`src/inc/memmap_pkg.sv`:
```
// constants for the 64 KB bus address decoder: region bounds, register addresses, reset timing
// assumes an 8-bit core issuing 16-bit byte addresses with separate read and write strobes
package memmap_pkg;

  localparam int unsigned     ADDR_W          = 16;

  // region bounds, inclusive
  localparam logic [15:0]     IO_BASE         = 16'h0000;
  localparam logic [15:0]     IO_END          = 16'h003F;
  localparam logic [15:0]     RAM_BASE        = 16'h0080;
  localparam logic [15:0]     RAM_END         = 16'h00FF;
  localparam logic [15:0]     FLASH_BASE      = 16'h7800;
  localparam logic [15:0]     FLASH_END       = 16'h7FEE;
  localparam logic [15:0]     TRIM_ADDR       = 16'h7FEF;
  localparam logic [15:0]     MONROM_BASE     = 16'hF000;
  localparam logic [15:0]     MONROM_END      = 16'hF2EF;
  localparam logic [15:0]     MONROM2_BASE    = 16'hFEF0;
  localparam logic [15:0]     MONROM2_END     = 16'hFEFF;
  localparam logic [15:0]     VECTOR_BASE     = 16'hFFF2;
  localparam logic [15:0]     VECTOR_END      = 16'hFFFF;

  // reserved locations: defined as legal, behaviour undefined
  localparam logic [15:0]     RSVD_A_BASE     = 16'hFE03;
  localparam logic [15:0]     RSVD_A_END      = 16'hFE06;
  localparam logic [15:0]     RSVD_B_ADDR     = 16'hFE09;
  localparam logic [15:0]     RSVD_C_ADDR     = 16'hFFF1;

  // region sizes
  localparam int unsigned     RAM_BYTES       = 128;
  localparam int unsigned     FLASH_BYTES     = 2031;
  localparam int unsigned     MONROM_LO_BYTES = 752;
  localparam int unsigned     MONROM_BYTES    = 768;
  localparam int unsigned     VECTOR_BYTES    = 14;

  // offset widths handed to the selected array
  localparam int unsigned     RAM_OFS_W       = 7;
  localparam int unsigned     FLASH_OFS_W     = 11;
  localparam int unsigned     MONROM_OFS_W    = 10;
  localparam int unsigned     VECTOR_OFS_W    = 4;

  // high-page system registers, index order of sysreg_idx
  localparam int unsigned     SYSREG_NUM      = 10;
  localparam int unsigned     SYSREG_IDX_W    = 4;
  localparam logic [3:0]      IDX_BREAK_STATUS   = 4'h0;
  localparam logic [3:0]      IDX_RESET_STATUS   = 4'h1;
  localparam logic [3:0]      IDX_BREAK_FLAG_CTL = 4'h2;
  localparam logic [3:0]      IDX_FLASH_CTL      = 4'h3;
  localparam logic [3:0]      IDX_BRKPT_HIGH     = 4'h4;
  localparam logic [3:0]      IDX_BRKPT_LOW      = 4'h5;
  localparam logic [3:0]      IDX_BRKPT_STATCTL  = 4'h6;
  localparam logic [3:0]      IDX_LOWV_STATUS    = 4'h7;
  localparam logic [3:0]      IDX_FLASH_PROTECT  = 4'h8;
  localparam logic [3:0]      IDX_WDOG_CTL       = 4'h9;
  localparam logic [15:0]     SYSREG_ADDR [SYSREG_NUM] = '{
    16'hFE00, 16'hFE01, 16'hFE02, 16'hFE08, 16'hFE0C,
    16'hFE0D, 16'hFE0E, 16'hFE0F, 16'hFFF0, 16'hFFFF};

  // reset pin drive timing
  localparam int unsigned     CLK_PERIOD_NS   = 10;
  localparam int unsigned     RST_DRIVE_NS    = 320;
  localparam int unsigned     RST_DRIVE_CYC   = (RST_DRIVE_NS + CLK_PERIOD_NS - 1) / CLK_PERIOD_NS;
  localparam int unsigned     NUM_RST_SRC     = 3;

  typedef enum logic [1:0] {
    RST_IDLE    = 2'b00,
    RST_DRIVE   = 2'b01,
    RST_RELEASE = 2'b11
  } rst_state_type;

endpackage

```
`src/logic/memory_map_address_decoder.sv`:
```
// address decoder and illegal-address reset for the 64 KB core bus
// assumes address and strobes are synchronous to core_clk; the reset pin has an external pull-up
//
// Summary of operation
// Addresses 0000 to 003F select the peripheral register page.
// An access to an unimplemented location raises an illegal-address reset.
// Software must not touch reserved locations; their effect is undefined.
// Addresses 0080 to 00FF select the 128-byte RAM.
// Addresses 7800 to 7FEE select the 2031-byte user flash.
// Addresses F000 to F2EF select monitor ROM; 768 bytes across both ranges.
// Fourteen bytes of flash vectors sit at the top of the map.
// FE00, FE01, FE02 select break status, reset status, break flag control.
// FE08 selects flash control; FFF0 selects flash block protect.
// FE0C, FE0D select breakpoint address high/low; FE0E breakpoint status/control.
// FE0F selects low-voltage status; FFFF selects watchdog control (writes only; a read of FFFF selects the vector).
// 7FEF is the trim byte, never decoded as user flash.
// A low reset pin puts the device in its startup state.
// The reset pin is driven low while any internal reset source is active.
// FEF0 to FEFF select monitor ROM; FFF2 to FFFF select flash vectors (a write to FFFF selects watchdog control instead).
// Each access gives exactly one select or illegal, from address and strobe alone.
`timescale 1ns/1ns
module memory_map_address_decoder
  import memmap_pkg::*;
#(
  parameter int unsigned DRIVE_CYCLES = memmap_pkg::RST_DRIVE_CYC,
  parameter int unsigned NUM_SRC      = memmap_pkg::NUM_RST_SRC
) (
  input  wire logic                                   core_clk,        // bus clock
  input  wire logic                                   arst_n,          // power-on reset, async
  input  wire logic [memmap_pkg::ADDR_W-1:0]          bus_addr,        // core address
  input  wire logic                                   bus_rd,          // read strobe
  input  wire logic                                   bus_wr,          // write strobe
  input  wire logic [NUM_SRC-1:0]                     int_rst_src,     // other internal reset sources
  input  wire logic                                   rst_pin_in,      // reset pin level
  output logic                                        rst_pin_out,     // reset pin drive value
  output logic                                        rst_pin_oe,      // reset pin drive enable
  output logic                                        sys_rst_n,       // reset to the rest of the chip
  output logic                                        illegal_rst_cause, // last reset from bad address
  output logic                                        sel_io,          // register page select
  output logic                                        sel_ram,         // RAM select
  output logic                                        sel_flash,       // user flash select
  output logic                                        sel_trim,        // trim byte select
  output logic                                        sel_monrom,      // monitor ROM select
  output logic                                        sel_vector,      // flash vector select
  output logic                                        sel_sysreg,      // high-page register select
  output logic                                        sel_reserved,    // reserved location
  output logic                                        illegal_addr,    // unimplemented location
  output logic [memmap_pkg::SYSREG_IDX_W-1:0]         sysreg_idx,      // which high-page register
  output logic [memmap_pkg::RAM_OFS_W-1:0]            ram_ofs,         // RAM byte offset
  output logic [memmap_pkg::FLASH_OFS_W-1:0]          flash_ofs,       // flash byte offset
  output logic [memmap_pkg::MONROM_OFS_W-1:0]         monrom_ofs,      // monitor ROM byte offset
  output logic [memmap_pkg::VECTOR_OFS_W-1:0]         vector_ofs       // vector byte offset
);
  import memmap_pkg::*;

  logic                     access;
  logic [SYSREG_NUM-1:0]    sysreg_hit;
  logic                     in_mon_lo;
  logic                     in_mon_hi;
  logic                     in_vec;
  rst_state_type            state_r;
  rst_state_type            state_nxt;
  logic [15:0]              drive_cnt_r;
  logic                     drive_done;
  logic                     any_int_src;
  logic                     illegal_start;
  logic                     sys_rst_n_r;
  logic                     cause_r;

  assign access = bus_rd | bus_wr;

  // one comparator per high-page register; FFFF doubles as the top vector byte,
  // so only writes reach the watchdog control register there
  genvar gi;
  generate
    for (gi = 0; gi < SYSREG_NUM; gi++) begin : g_sysreg
      if (gi == IDX_WDOG_CTL) begin : g_wdog
        assign sysreg_hit[gi] = (bus_addr == SYSREG_ADDR[gi]) && bus_wr;
      end else begin : g_plain
        assign sysreg_hit[gi] = (bus_addr == SYSREG_ADDR[gi]);
      end
    end
  endgenerate

  assign in_mon_lo = (bus_addr >= MONROM_BASE) && (bus_addr <= MONROM_END);
  assign in_mon_hi = (bus_addr >= MONROM2_BASE) && (bus_addr <= MONROM2_END);
  assign in_vec    = (bus_addr >= VECTOR_BASE) && (bus_addr <= VECTOR_END) && !sysreg_hit[IDX_WDOG_CTL];

  // pure address decode, no state, so the select is valid in the strobe cycle
  always_comb begin
    sel_io       = 1'b0;
    sel_ram      = 1'b0;
    sel_flash    = 1'b0;
    sel_trim     = 1'b0;
    sel_monrom   = 1'b0;
    sel_vector   = 1'b0;
    sel_sysreg   = 1'b0;
    sel_reserved = 1'b0;
    illegal_addr = 1'b0;
    sysreg_idx   = '0;
    if (access) begin
      if (bus_addr <= IO_END) begin
        sel_io = 1'b1;
      end else if ((bus_addr >= RAM_BASE) && (bus_addr <= RAM_END)) begin
        sel_ram = 1'b1;
      end else if ((bus_addr >= FLASH_BASE) && (bus_addr <= FLASH_END)) begin
        sel_flash = 1'b1;
      end else if (bus_addr == TRIM_ADDR) begin
        sel_trim = 1'b1;
      end else if (in_mon_lo || in_mon_hi) begin
        sel_monrom = 1'b1;
      end else if (|sysreg_hit) begin
        sel_sysreg = 1'b1;
      end else if (in_vec) begin
        sel_vector = 1'b1;
      end else if (((bus_addr >= RSVD_A_BASE) && (bus_addr <= RSVD_A_END)) ||
                   (bus_addr == RSVD_B_ADDR) || (bus_addr == RSVD_C_ADDR)) begin
        sel_reserved = 1'b1;
      end else begin
        illegal_addr = 1'b1;
      end
    end
    for (int i = 0; i < SYSREG_NUM; i++) begin
      if (sysreg_hit[i]) begin
        sysreg_idx = SYSREG_IDX_W'(i);
      end
    end
  end

  // byte offsets into each array; meaningful only while its select is high
  assign ram_ofs    = bus_addr[RAM_OFS_W-1:0];
  assign flash_ofs  = FLASH_OFS_W'(bus_addr - FLASH_BASE);
  assign monrom_ofs = in_mon_lo ? MONROM_OFS_W'(bus_addr - MONROM_BASE)
                                : MONROM_OFS_W'(MONROM_LO_BYTES + 32'(bus_addr[3:0]));
  assign vector_ofs = VECTOR_OFS_W'(bus_addr - VECTOR_BASE);

  // reset pin sequencer
  assign any_int_src   = |int_rst_src;
  assign illegal_start = illegal_addr && (state_r == RST_IDLE);
  assign drive_done    = (drive_cnt_r == 16'(DRIVE_CYCLES - 1)) && !any_int_src;

  always_comb begin
    state_nxt = state_r;
    unique case (state_r)
      RST_IDLE: begin
        if (illegal_start || any_int_src) begin
          state_nxt = RST_DRIVE;
        end
      end
      RST_DRIVE: begin
        if (drive_done) begin
          state_nxt = RST_RELEASE;
        end
      end
      RST_RELEASE: begin
        // wait for the pull-up so our own drive is not mistaken for an external reset
        if (rst_pin_in) begin
          state_nxt = RST_IDLE;
        end
      end
      default: state_nxt = RST_IDLE;
    endcase
  end

  always_ff @(posedge core_clk or negedge arst_n) begin
    if (!arst_n) begin
      state_r <= RST_IDLE;
    end else begin
      state_r <= state_nxt;
    end
  end

  // counter restarts while any source holds, so the pin stays low for the full count after it ends
  always_ff @(posedge core_clk or negedge arst_n) begin
    if (!arst_n) begin
      drive_cnt_r <= 16'h0000;
    end else if ((state_r != RST_DRIVE) || any_int_src) begin
      drive_cnt_r <= 16'h0000;
    end else if (!drive_done) begin
      drive_cnt_r <= drive_cnt_r + 16'h0001;
    end
  end

  assign rst_pin_oe  = (state_r == RST_DRIVE);
  assign rst_pin_out = 1'b0;

  always_ff @(posedge core_clk or negedge arst_n) begin
    if (!arst_n) begin
      sys_rst_n_r <= 1'b0;
    end else begin
      sys_rst_n_r <= rst_pin_in && (state_r != RST_DRIVE);
    end
  end
  assign sys_rst_n = sys_rst_n_r;

  // cause flag survives the reset it reports; a start of the illegal sequence wins over a clear
  always_ff @(posedge core_clk or negedge arst_n) begin
    if (!arst_n) begin
      cause_r <= 1'b0;
    end else if (illegal_start) begin
      cause_r <= 1'b1;
    end else if ((state_r == RST_IDLE) && (any_int_src || !rst_pin_in)) begin
      cause_r <= 1'b0;
    end
  end
  assign illegal_rst_cause = cause_r;
endmodule

```
`config.mk`:
```
export PLATFORM = sky130hd
export DESIGN_NAME = memory_map_address_decoder
export DESIGN_NICKNAME = d
export VERILOG_FILES = /design/src/inc/memmap_pkg.sv /design/src/logic/memory_map_address_decoder.sv
export SDC_FILE = /design/constraint.sdc
export NUM_CORES = 1
export LEC_CHECK = 0
export BUFFER_PORTS_ARGS = -buffer_cell sky130_fd_sc_hd__buf_2
export CORE_ASPECT_RATIO = 0.7
export CORE_UTILIZATION = 53
export CTS_CLUSTER_DIAMETER = 100
export CTS_CLUSTER_SIZE = 28
export DETAILED_ROUTE_END_ITERATION = 12
export HOLD_SLACK_MARGIN = 0.12
export PLACE_DENSITY_LB_ADDON = 0.2
export SYNTH_ARGS = -nofsm -noshare
export SYNTH_HDL_FRONTEND = slang
export SYNTH_SLANG_ARGS = --single-unit
```
`constraint.sdc`:
```
create_clock -name core_clk -period 4.3 [get_ports core_clk]
set_input_delay 0.43 -clock core_clk [delete_from_list [all_inputs] [get_ports core_clk]]
set_output_delay 0.43 -clock core_clk [all_outputs]
set_load 0.02 [all_outputs]
```
* Word-level counts from Yosys, hierarchy flattened
Cells that the tools add are included.
** Operators by class
- Add/subtract/negate cells :: 5
- Multiply operators :: 0
- Divide/modulo/power cells :: 0
- $lt $le $gt $ge :: 13
- Equal/unequal tests :: 21
- Shifts and indexed selects :: 0
- Muxes and demuxes :: 71
- Bitwise operators :: 1
- Reduce and logical (&&, ||, !) cells :: 26
** Operators by type and width (count)
- 16-bit equality test (second input constant) :: 12
- 16-bit greater-or-equal comparator (second input constant) :: 4
- 16-bit <= comparator (second input constant) :: 4
- 1-bit 2-to-1 mux :: 56
- 16-bit 2-to-1 mux :: 2
- 4-bit 2-to-1 mux :: 8
- 16-bit by 1-bit adder with 16-bit output (second input constant) :: 1
- 16-bit by 15-bit equality test with 1-bit output (second input constant) :: 1
- 16-bit by 5-bit equality test with 1-bit output (second input constant) :: 1
- 16-bit by 15-bit greater-or-equal comparator with 1-bit output (second input constant) :: 1
- 16-bit by 8-bit greater-or-equal comparator with 1-bit output (second input constant) :: 1
- 16-bit by 15-bit <= comparator with 1-bit output (second input constant) :: 1
- 16-bit by 6-bit <= comparator with 1-bit output (second input constant) :: 1
- 16-bit by 8-bit <= comparator with 1-bit output (second input constant) :: 1
- 1-bit logical AND :: 12
- 11-bit by 1-bit subtractor with 11-bit output (second input constant) :: 1
- 10-bit by 4-bit adder with 10-bit output (first input constant) :: 1
- 10-bit 2-to-1 mux :: 1
- 10-bit OR reduction :: 1
- 10-bit by 1-bit subtractor with 10-bit output (second input constant) :: 1
- 2-bit by 1-bit != test with 1-bit output (second input constant) :: 4
- 1-bit logical OR :: 6
- 2-bit 2-to-1 mux :: 3
- 2-bit case mux with 3 select lines :: 1
- 10 further kinds :: 12
** Word-level totals
- Register bits after elaboration :: 20
- Bits in latches :: 0
- Bits in writable memories :: 0
- ROM bits :: 0
- Input port bits :: 24
- Output and inout bits :: 49
- Logic and storage cells :: 141
- Memories kept :: 0

* Logic depth before layout (Yosys ltp)
Gate-level depths: netlist of the first run.
- Depth in word-level cells :: 17
- Mapped depth :: 8
- Depth with buffers taken out :: 7

* Worst setup path before layout of the first run
OpenSTA, ideal clock, no wires.
- Kind :: in2out
- Start point :: in bus_addr[4] in the netlist's numbering
- End point :: out sel_reserved
- Data arrival time :: 2.307 ns
- Data required time :: 3.870 ns
- Path slack :: 1.563 ns
- Cell stages on the path :: 5
- Buffers on the path :: 1
- Path through :: buf_6 -> or4_4 -> or4_1 -> a221o_1 -> a21oi_1
** Between the ends
- Longest elaborated chain between the ends :: 13
- Elaborated cells on any way between the ends :: 48
- Classes of those cells :: order compare (13); eq/ne (13); mux (9); reduce/logical (13)
** Ends and longest elaborated chain
- start: declaration :: RTL line memory_map_address_decoder.sv:30 : input wire logic [memmap_pkg::ADDR_W-1:0] bus_addr,
- 16-bit greater-or-equal comparator / 16-bit <= comparator (equally long branches) :: RTL line memory_map_address_decoder.sv:116 : end else if (((bus_addr >= RSVD_A_BASE) && (bus_addr <= RSVD_A_END)) ||
- 1-bit logical AND :: RTL line memory_map_address_decoder.sv:116
- 1-bit logical OR :: RTL line memory_map_address_decoder.sv:116
- 1-bit logical OR :: RTL line memory_map_address_decoder.sv:117 : (bus_addr == RSVD_B_ADDR) || (bus_addr == RSVD_C_ADDR)) begin
- 1-bit 2-to-1 mux :: RTL line memory_map_address_decoder.sv:116
- 1-bit 2-to-1 mux :: RTL line memory_map_address_decoder.sv:114 : end else if (in_vec) begin
- 1-bit 2-to-1 mux :: RTL line memory_map_address_decoder.sv:112 : end else if (|sysreg_hit) begin
- 1-bit 2-to-1 mux :: RTL line memory_map_address_decoder.sv:110 : end else if (in_mon_lo || in_mon_hi) begin
- 1-bit 2-to-1 mux :: RTL line memory_map_address_decoder.sv:108 : end else if (bus_addr == TRIM_ADDR) begin
- 1-bit 2-to-1 mux :: RTL line memory_map_address_decoder.sv:106 : end else if ((bus_addr >= FLASH_BASE) && (bus_addr <= FLASH_END)) begin
- 1-bit 2-to-1 mux :: RTL line memory_map_address_decoder.sv:104 : end else if ((bus_addr >= RAM_BASE) && (bus_addr <= RAM_END)) begin
- 1-bit 2-to-1 mux (*) :: RTL line memory_map_address_decoder.sv:102 : if (bus_addr <= IO_END) begin
- 1-bit 2-to-1 mux (*) :: RTL line memory_map_address_decoder.sv:101 : if (access) begin
- end: declaration :: RTL line memory_map_address_decoder.sv:46 : output logic sel_reserved,
Every way passes the cells marked *; elsewhere a longest branch is shown, timed or not.

* Worst setup path in the final report of the first run
Ends and elaborated chain as after synthesis.

==> results.txt, run 1 <==
The tools report the count of max-cap constraint violations as 0. The worst-case clock buffer depth is 2, and the vertical die dimension is 51.76 um. Dividing the detail-routed wire length by the instance count gives 14.02 um.

The number of buffers inserted during clock tree synthesis is 3. The detailed router finished its first iteration with 141 violations. The static power due to leakage is 0.9489 nW, and the total number of cells along the worst setup path is 6. The number of antenna violations at the first check in global routing is 0. The post-route clock period utilization was 0.6586. Highest clock frequency the design can meet: 353.1 MHz. The logs give 0 for the total count of max-transition violations in the final report and 0.9224 for the last weighted congestion value of the routability-driven placer. The smallest hold slack was 0.1131 ns; the worst clock skew was 0.002120 ns. After clock tree synthesis, the setup repair step added 0 buffers. TritonCTS built the clock tree. The capture instance of the worst register-to-register path was drive_cnt_r[15].

Number of nets in the finished design: 315. The first-pass iteration count of the detailed router is 4, and the total global routing track utilization is 0.2618. Traced cell by cell, the critical path runs through buf_2 > or4_4 > or4_1 > a221o_1 > a21oi_1 > buf_2.

For the final total power, the log shows 434.4 uW. The worst hold path class was in -> async. The number of hold buffers added after CTS is 0. By instance count, the leading cell after synthesis is sky130_fd_sc_hd__nor2_1. The critical path contains buffers and inverters numbering 2 combined. Sorting the synthesized cells by area gives the leading types as sky130_fd_sc_hd__dfrtp_1 (27%), sky130_fd_sc_hd__buf_4 (9.6%), sky130_fd_sc_hd__nor2_1 (5.8%). The number of global-route vias before repair came out at 1553. When the netlist entered floorplanning its net count stood at 271. Summed over all layers, the routed wires come to 4654 um.

The run gives 0 as the total count of hold-check failures in the final report. The distinct cell type count after synthesis was 46. In the synthesized netlist, the cells that appear most often are sky130_fd_sc_hd__nor2_1 (29), sky130_fd_sc_hd__buf_4 (24), sky130_fd_sc_hd__dfrtp_1 (20), sky130_fd_sc_hd__nand4_1 (14). The setup path with the least slack is of type in -> out. The die covers 3782 um^2. Dividing the detail-routed via count by the number of cells gives 5.886.

The core region is 3254 um^2. The repair_antennas step left the layout with diodes totalling 0. The gate family responsible for the most delay along the worst path was simple AND/OR/NAND/NOR gates. In this run the power density over the cells is 204.2 nW/um^2.

The most numerous cell type found on the critical path is sky130_fd_sc_hd__buf_2. The first global-routing pass estimated 7610 um of wire. The run gives 0.2670 as the fraction of the yosys area taken by sequential cells. In this run the horizontal extent of the chip is 73.08 um. sky130_fd_sc_hd__dfrtp_1 takes more of the synthesized area than any other cell. The run gives 21 as the largest net degree at the start of global routing. The worst setup path is launched from a primary input. The proportion of layout cells with a drive suffix above 1 is 0.2877, and the initial core utilization is 0.5759.

The number of H-tree levels was 1. For this run, the leading register cell type out of synthesis is sky130_fd_sc_hd__dfrtp_1. The biggest cell delay along the critical path is 0.55 ns. Along the worst path, the maximum fanout reaches 10. The post-route standard cell area excluding fillers came out at 2127 um^2. The endpoint of the worst setup timing path is sel_reserved.

The post-cts resize count is 0. Setup violations remaining at the end of the flow were counted as 0. In the routed design, unresolved DRC markers number 0.

Time the final worst path needs with I/O delays and setup: 2.832 ns. The number of nets with antenna violations after detailed routing came out at 0. The tools report the global-route congestion overflow total as 0. The floorplan has 17 rows.

The fraction of registers with async set or reset after synthesis is 1.000, and the endpoint required time on the critical path is 3.87 ns. Total via count after detailed routing: 1954. The clock transition at the registers of the reported paths works out to 0.08 ns. The flow ran to the end, and the final reports show no timing, DRC or antenna violations.

The insertion delay to the later sink of the worst-skew pair is 0.26 ns, and the number of port buffers is 71. The tools report the start point of the critical path as bus_addr[4]. Launching point of the worst reg2reg path: drive_cnt_r[12]. For the pin with the worst max-slew slack, the measured transition is 0.6635 ns. The HPWL after detailed placement is 3568 um. Averaged over all synthesized cells, the footprint is 7.745 um^2. Pin placement for this block handled 73 I/O pins. The buffer type at the clock tree root was sky130_fd_sc_hd__clkbuf_8. Counting flops with a built-in enable in the synthesized netlist gives 0. The run gives 2.40 ns as the signal arrival time at the worst endpoint. Once placement finished, the instance area stood at 2072 um^2. The run gives 0 as the number of warning messages in the yosys log. The kind of end point of the critical path is a primary output.

Counting every sink on the clock net gives 20. Among all stages on the critical path, the largest delay is contributed by sky130_fd_sc_hd__or4_4. Summed over all failing endpoints, the final setup total negative slack is 0 ns.

Setup repair after global routing left no endpoint under its margin. Compared with the post-synthesis result, the final layout area differs by 13.48%. The total of flip-flops plus latches after synthesis works out to 20. The reg-to-reg setup timing slack is 2.17 ns.

The worst-case IR drop observed on VDD is 0.09470 mV. Count of cells along the worst register-to-register path: 5. The worst relative slew slack is 0.5543, and the number of standard cells after synthesis is 242. The cell area after technology mapping is 1874 um^2.

The share of Yosys cell area claimed by the top area cell type works out to 0.2670.
## worst min-delay path by stage
stage	start	endpoint
finish	arst_n	drive_cnt_r[4]
CTS	arst_n	drive_cnt_r[4]
global route	arst_n	drive_cnt_r[4]
detailed placement	arst_n	drive_cnt_r[13]
global placement	arst_n	sys_rst_n
floorplan	arst_n	drive_cnt_r[0]
## through the flow
step | instances | setup WS (ns) | utilization
5_1_grt | 332 | 1.419 | 0.6536
4_1_cts | 332 | 1.482 | 0.6536
2_1_floorplan | 242 | 1.563 | -
3_5_place_dp | 328 | 1.485 | 0.6367
6_report | 332 | 1.468 | 0.6536
3_3_place_gp | 328 | 1.528 | 0.6367
## cells in the final DEF (no fill, tap or decap), types with 2 or more instances in the layout
master	Yosys	final
sky130_fd_sc_hd__a21boi_0	2	2
sky130_fd_sc_hd__a21oi_1	11	11
sky130_fd_sc_hd__a31oi_1	2	2
sky130_fd_sc_hd__and2_1	2	2
sky130_fd_sc_hd__and3_1	4	4
sky130_fd_sc_hd__buf_2	2	71
sky130_fd_sc_hd__clkbuf_8	0	4
sky130_fd_sc_hd__dfrtp_1	20	20
sky130_fd_sc_hd__ha_1	5	5
sky130_fd_sc_hd__inv_1	10	10
sky130_fd_sc_hd__nand2_1	10	10
sky130_fd_sc_hd__nand2b_1	6	6
sky130_fd_sc_hd__nand3_1	8	8
sky130_fd_sc_hd__nand4_1	14	14
sky130_fd_sc_hd__nand4b_1	3	3
sky130_fd_sc_hd__nor2_1	29	29
sky130_fd_sc_hd__nor3_1	10	10
sky130_fd_sc_hd__nor3b_1	3	3
sky130_fd_sc_hd__nor4_1	11	11
sky130_fd_sc_hd__nor4b_1	2	2
sky130_fd_sc_hd__o211ai_1	6	6
sky130_fd_sc_hd__o21ai_0	7	7
sky130_fd_sc_hd__o22ai_1	2	2
sky130_fd_sc_hd__o41ai_1	3	3
sky130_fd_sc_hd__or2_2	2	2
sky130_fd_sc_hd__or3_1	5	5
sky130_fd_sc_hd__or4_1	3	3
sky130_fd_sc_hd__xnor2_1	4	4
sky130_fd_sc_hd__xor2_1	10	10
## routing by layer
layer  wire [um]  part of all wire  GRT usage  vias up
met5           0                 0          0        -
met4          36            0.0077    0.05229        0
met3         536              0.12    0.07558        4
met2        1803              0.39     0.3441      110
met1        2277              0.49     0.4106      890
li1            -                 -          -      950
## logic make-up after synthesis
kind of cell,Yosys count,share of synthesized area
and+or+nand+nor,116,0.3398
AOI/OAI and AO/OA,43,0.1529
buffers and inverters,43,0.1395
DFF,20,0.2670
xor gates and xnor gates,14,0.06542
adders and majority gates,5,0.03338
other,1,0.002001
## registers in the layout, summed over array words and instances (netlist names)
signal	cells
illegal_rst_cause	1
state_r	2
drive_cnt_r	16
sys_rst_n	1
## cell type report
class,instances,area (um^2)
well taps,47,58.81
clock buffers,4,55.05
flip-flops and latches,20,500.5
fillers,314,1127
inverters,10,37.54
repair buffers,72,362.8
multi-input cells,179,1112
## report_power, final
part / total, mW / internal, mW / switching [mW]
clock network: 0.147 / 0.0816 / 0.0650
registers: 0.190 / 0.189 / 0.00116
logic: 0.0976 / 0.0309 / 0.0667
total: 0.434 / 0.302 / 0.133
Note: power is estimated with default switching activity, not from simulation.
==> run 2, diff against run 1 <==
- ABC_AREA: default -> 1
- CORE_UTILIZATION: 53 -> 46
- clock period: 4.3 -> 2.4 ns (I/O delays scaled with it)
==> run 2 against run 1 <==
Against the previous run:
- sequential share of layout area is 2.6 points lower
- combinational power rose by 94%
- synthesized area is 11% higher
- wire length is 14% higher
- register-to-register slack worse by 1.4 ns
- die area is 27% higher
- via count up 11%
- global-route usage shrank 3.3 points
- synthesized cell count rose by 40%
- sequential cell count unchanged
- utilization decreased by 10 points
- clock skew about the same
==> results.txt, run 2 <==
The run finished with clean final reports. The fraction of registers with async set or reset after synthesis works out to 1.000 (unchanged). The number of nets in the finished design came out at 423 (was 315). The kind of critical path was in -> out (unchanged). The tools report the insertion delay to the later sink of the worst-skew pair as 0.26 ns (about the same).

The logs give 0.2665 ns (was 0.1131 ns) for the smallest hold slack and 2824 um (was 2277 um) for the detailed-route wire length on metal 1. Maximum fanout count along the critical path: 6 (was 10). The tools report the kind of end point of the critical path as a primary output (unchanged). The run gives 0 (unchanged) as the number of antenna violations at the first check in global routing. The path with the worst hold slack has its endpoint at sys_rst_n.

The kind of launch point of the worst setup path is a primary input (unchanged). The run gives 20 (was 17) as the number of core rows. Most frequent cells in the layout: sky130_fd_sc_hd__nand2_1 (73), sky130_fd_sc_hd__buf_2 (71), sky130_fd_sc_hd__nor2_1 (63) (was sky130_fd_sc_hd__buf_2 (71), sky130_fd_sc_hd__nor2_1 (29), sky130_fd_sc_hd__dfrtp_1 (20)). The tools report the hold path startpoint as rst_pin_in. The number of enable-type register cells in the synthesized netlist was 0 (unchanged); the highest clock frequency the design can meet was 518.6 MHz.

For the global-route congestion overflow total, the log shows 0 (unchanged). The static power due to leakage is 1.284 nW (was 0.9489 nW), and the post-synthesis area per instance is 6.138 um^2 (was 7.745 um^2). The worst clock skew was 0.001928 ns (was 0.002120 ns). Most repeated cell in the gate-level netlist after synthesis: sky130_fd_sc_hd__nand2_1 (was sky130_fd_sc_hd__nor2_1). The area growth from synthesis to layout came out at 14.63% (was 13.48%). Fraction of the yosys area taken by sequential cells: 0.2398 (was 0.2670). The area of the core was 4354 um^2 (was 3254 um^2). The buffer type at the clock tree root was sky130_fd_sc_hd__clkbuf_8 (unchanged). The flip-flop count of the largest register, all copies and words added is 16 (unchanged), and the initial core utilization is 0.4793 (was 0.5759). The tools report the met3 wire length as 635 um (was 536 um). The first-pass GRT wire length is 8369 um (was 7610 um), and the filler cell count is 450 (was 314).

The proportion of layout cells with a drive suffix above 1 is 0.2781 (was 0.2877). For the total via count after detailed routing, the log shows 2176 (was 1954). The tools report the total count of max-transition violations in the final report as 0 (unchanged). Count of endpoints failing setup in the final report: 0 (unchanged). For the total count of hold-check failures in the final report, the log shows 0 (unchanged).

The number of nets with antenna violations after detailed routing came out at 0 (unchanged). For the total die area, the log shows 4815 um^2 (was 3782 um^2). The number of buffers inserted during clock tree synthesis was 3 (unchanged). TritonCTS built the clock tree. Antenna diode count: 0 (unchanged). The leading cell type in the layout, fill and taps excluded is sky130_fd_sc_hd__nand2_1 (was sky130_fd_sc_hd__buf_2). For the sequential cell area in the final layout, the log shows 500.5 um^2 (unchanged).

The vertical die dimension works out to 58.36 um (was 51.76 um). The worst hold path class was in -> reg (was in -> async). The DRC violations left is 0 (unchanged), and the count of max-cap constraint violations is 0 (unchanged). The sum of routed wire length over all layers was 5287 um (was 4654 um). The uppermost signal routing layer after detailed routing was met4 (unchanged). The clock transition at the registers of the reported paths was 0.07 ns (was 0.08 ns). The vias per cell works out to 4.868 (was 5.886). The slew at the pin with the worst max-slew slack works out to 0.4893 ns (was 0.6635 ns). For the TritonCTS sink count, the log shows 20 (unchanged). The top-level I/O count is 73 (unchanged), and the post-cts resize count is 0 (unchanged).

The logs give 4 (unchanged) for the first-pass iteration count of the detailed router and 0.6713 (was 0.5543) for the worst relative slew slack. Share of Yosys cell area claimed by the top area cell type: 0.2398 (was 0.2670). The leading area contributor after synthesis was sky130_fd_sc_hd__dfrtp_1 (unchanged). The number of H-tree levels was 1 (unchanged).

The run gives 2 (unchanged) as the worst-case clock buffer depth. The area taken by multi-input logic gates is 1190 um^2 (was 1112 um^2), and the number of warning messages in the yosys log is 0 (unchanged). For the signal arrival time at the worst endpoint, the log shows 1.69 ns (was 2.40 ns). The number of violations reported at the end of detailed-routing iteration 0 is 216 (was 141), and the endpoint required time on the critical path is 2.16 ns (was 3.87 ns).

The total global routing track utilization is 0.2285 (was 0.2618). Registers with the highest flip-flop counts: drive_cnt_r: 16 flops, state_r: 2 flops (unchanged). The distinct cell type count after synthesis was 37 (was 46). The post-route clock period utilization was 0.8034; the number of nets produced by synthesis was 369 (was 271). The per-cell routed wire length was 11.83 um (was 14.02 um); the worst hold path cell count was 3.

The total of flip-flops plus latches after synthesis is 20 (unchanged). Commonest cells in the netlist: sky130_fd_sc_hd__nand2_1 (73), sky130_fd_sc_hd__nor2_1 (63), sky130_fd_sc_hd__inv_1 (48), sky130_fd_sc_hd__buf_4 (24), sky130_fd_sc_hd__dfrtp_1 (20) (was sky130_fd_sc_hd__nor2_1 (29), sky130_fd_sc_hd__buf_4 (24), sky130_fd_sc_hd__dfrtp_1 (20), sky130_fd_sc_hd__nand4_1 (14)). The top register by number of flip-flops was drive_cnt_r (unchanged). Synth top area cells: sky130_fd_sc_hd__dfrtp_1 (24%), sky130_fd_sc_hd__nand2_1 (13%), sky130_fd_sc_hd__nor2_1 (11%) (was sky130_fd_sc_hd__dfrtp_1 (27%), sky130_fd_sc_hd__buf_4 (9.6%), sky130_fd_sc_hd__nor2_1 (5.8%)). The tools report the setup fix buffers added after clock tree synthesis as 0 (unchanged). The count of cells along the worst register-to-register path came out at 11 (was 5). The number of standard cells after synthesis is 340 (was 242), and the number of port buffers is 71 (unchanged). The logs give 2087 um^2 (was 1874 um^2) for the cell area after technology mapping and 0.1893 mV (was 0.09470 mV) for the maximum resistive drop on vdd.

The capture instance of the worst register-to-register path was drive_cnt_r[12] (was drive_cnt_r[15]). Setup repair after global routing left no endpoint under its margin. The horizontal extent of the die was 82.51 um (was 73.08 um); the met2 wire length was 1808 um (was 1803 um).

For the finished layout, the period the worst path requires is 1.928 ns. The tools report the reg-to-reg setup timing slack as 0.74 ns (was 2.17 ns). The number of hold buffers added after CTS came out at 1 (was 0). The number of global-route vias before repair was 1754 (was 1553); the half-perimeter wire length after placement was 4374 um (was 3568 um). Launching point of the worst reg2reg path: drive_cnt_r[1] (was drive_cnt_r[12]).

The last weighted congestion value of the routability-driven placer is 0.9915 (was 0.9224), and the total power density per cell area is 312.5 nW/um^2 (was 204.2 nW/um^2). The tools report the largest net degree at the start of global routing as 21 (unchanged). The most frequently used flop master after synthesis is sky130_fd_sc_hd__dfrtp_1 (unchanged). Total negative slack for setup checks: 0 ns (unchanged).
run 2: worst max-delay path, stage by stage:
cell and delay (ns):
sky130_fd_sc_hd__buf_2 0.13, sky130_fd_sc_hd__nor2_1 0.34, sky130_fd_sc_hd__nand2_2 0.14, sky130_fd_sc_hd__inv_2 0.09, sky130_fd_sc_hd__nand2_1 0.06, sky130_fd_sc_hd__nor2_2 0.17, sky130_fd_sc_hd__a21oi_2 0.06, sky130_fd_sc_hd__nand2_1 0.10
sky130_fd_sc_hd__nor2_1 0.06, sky130_fd_sc_hd__nand2_2 0.10, sky130_fd_sc_hd__inv_1 0.04, sky130_fd_sc_hd__buf_2 0.15
run 2: power breakdown:
part / switching [mW] / internal [mW]
logic: 0.132 / 0.0566
clock network: 0.106 / 0.112
registers: 0.00140 / 0.339
run 2: metrics by stage:
stage | total power [mW] | instances | area [um^2] | worst slack [ns] | util
after global placement | 0.5335 | 443 | 2341 | 0.5295 | 0.5376
final | 0.7476 | 447 | 2392 | 0.4719 | 0.5494
after CTS | 0.7577 | 447 | 2392 | 0.4902 | 0.5494
after global routing | 0.7855 | 447 | 2392 | 0.3911 | 0.5494
after detailed placement | 0.5344 | 443 | 2341 | 0.4994 | 0.5376
after floorplan | 0.4777 | 340 | 2087 | 0.5935 | -
run 2: logic make-up (layout without fill, tap and decap cells):
logic type,after synthesis,after routing,synth area share
flip-flops,20,20,0.2398
adder cells (fa/ha/maj),5,5,0.02998
AO/OA/AOI/OAI,32,32,0.09593
XOR/XNOR,5,5,0.02098
other,1,1,0.001797
AND/OR/NAND/NOR,196,196,0.4215
buffers and inverters,81,133,0.1900
run 2: layout make-up:
class | instances | share of cell area
Clock buffer | 3 | 0.01726
Inverter | 56 | 0.08839
Multi-Input combinational cell | 239 | 0.4974
Sequential cell | 20 | 0.2092
Tap cell | 55 | 0.02877
Timing Repair Buffer | 74 | 0.1590
run 2: layer usage:
layer | global-route usage | up-vias
met5 | 0 | -
met4 | 0.02463 | 0
met3 | 0.07132 | 3
met2 | 0.2704 | 87
met1 | 0.3919 | 937
li1 | - | 1149
run 2: worst max-delay path by stage:
stage,to,slack [ns],from
floorplan,sysreg_idx[1],0.59,bus_addr[6]
global placement,illegal_addr,0.53,bus_addr[7]
detailed placement,illegal_addr,0.50,bus_addr[6]
CTS,illegal_addr,0.49,bus_addr[6]
global route,illegal_addr,0.39,bus_addr[6]
finish,illegal_addr,0.47,bus_addr[6]
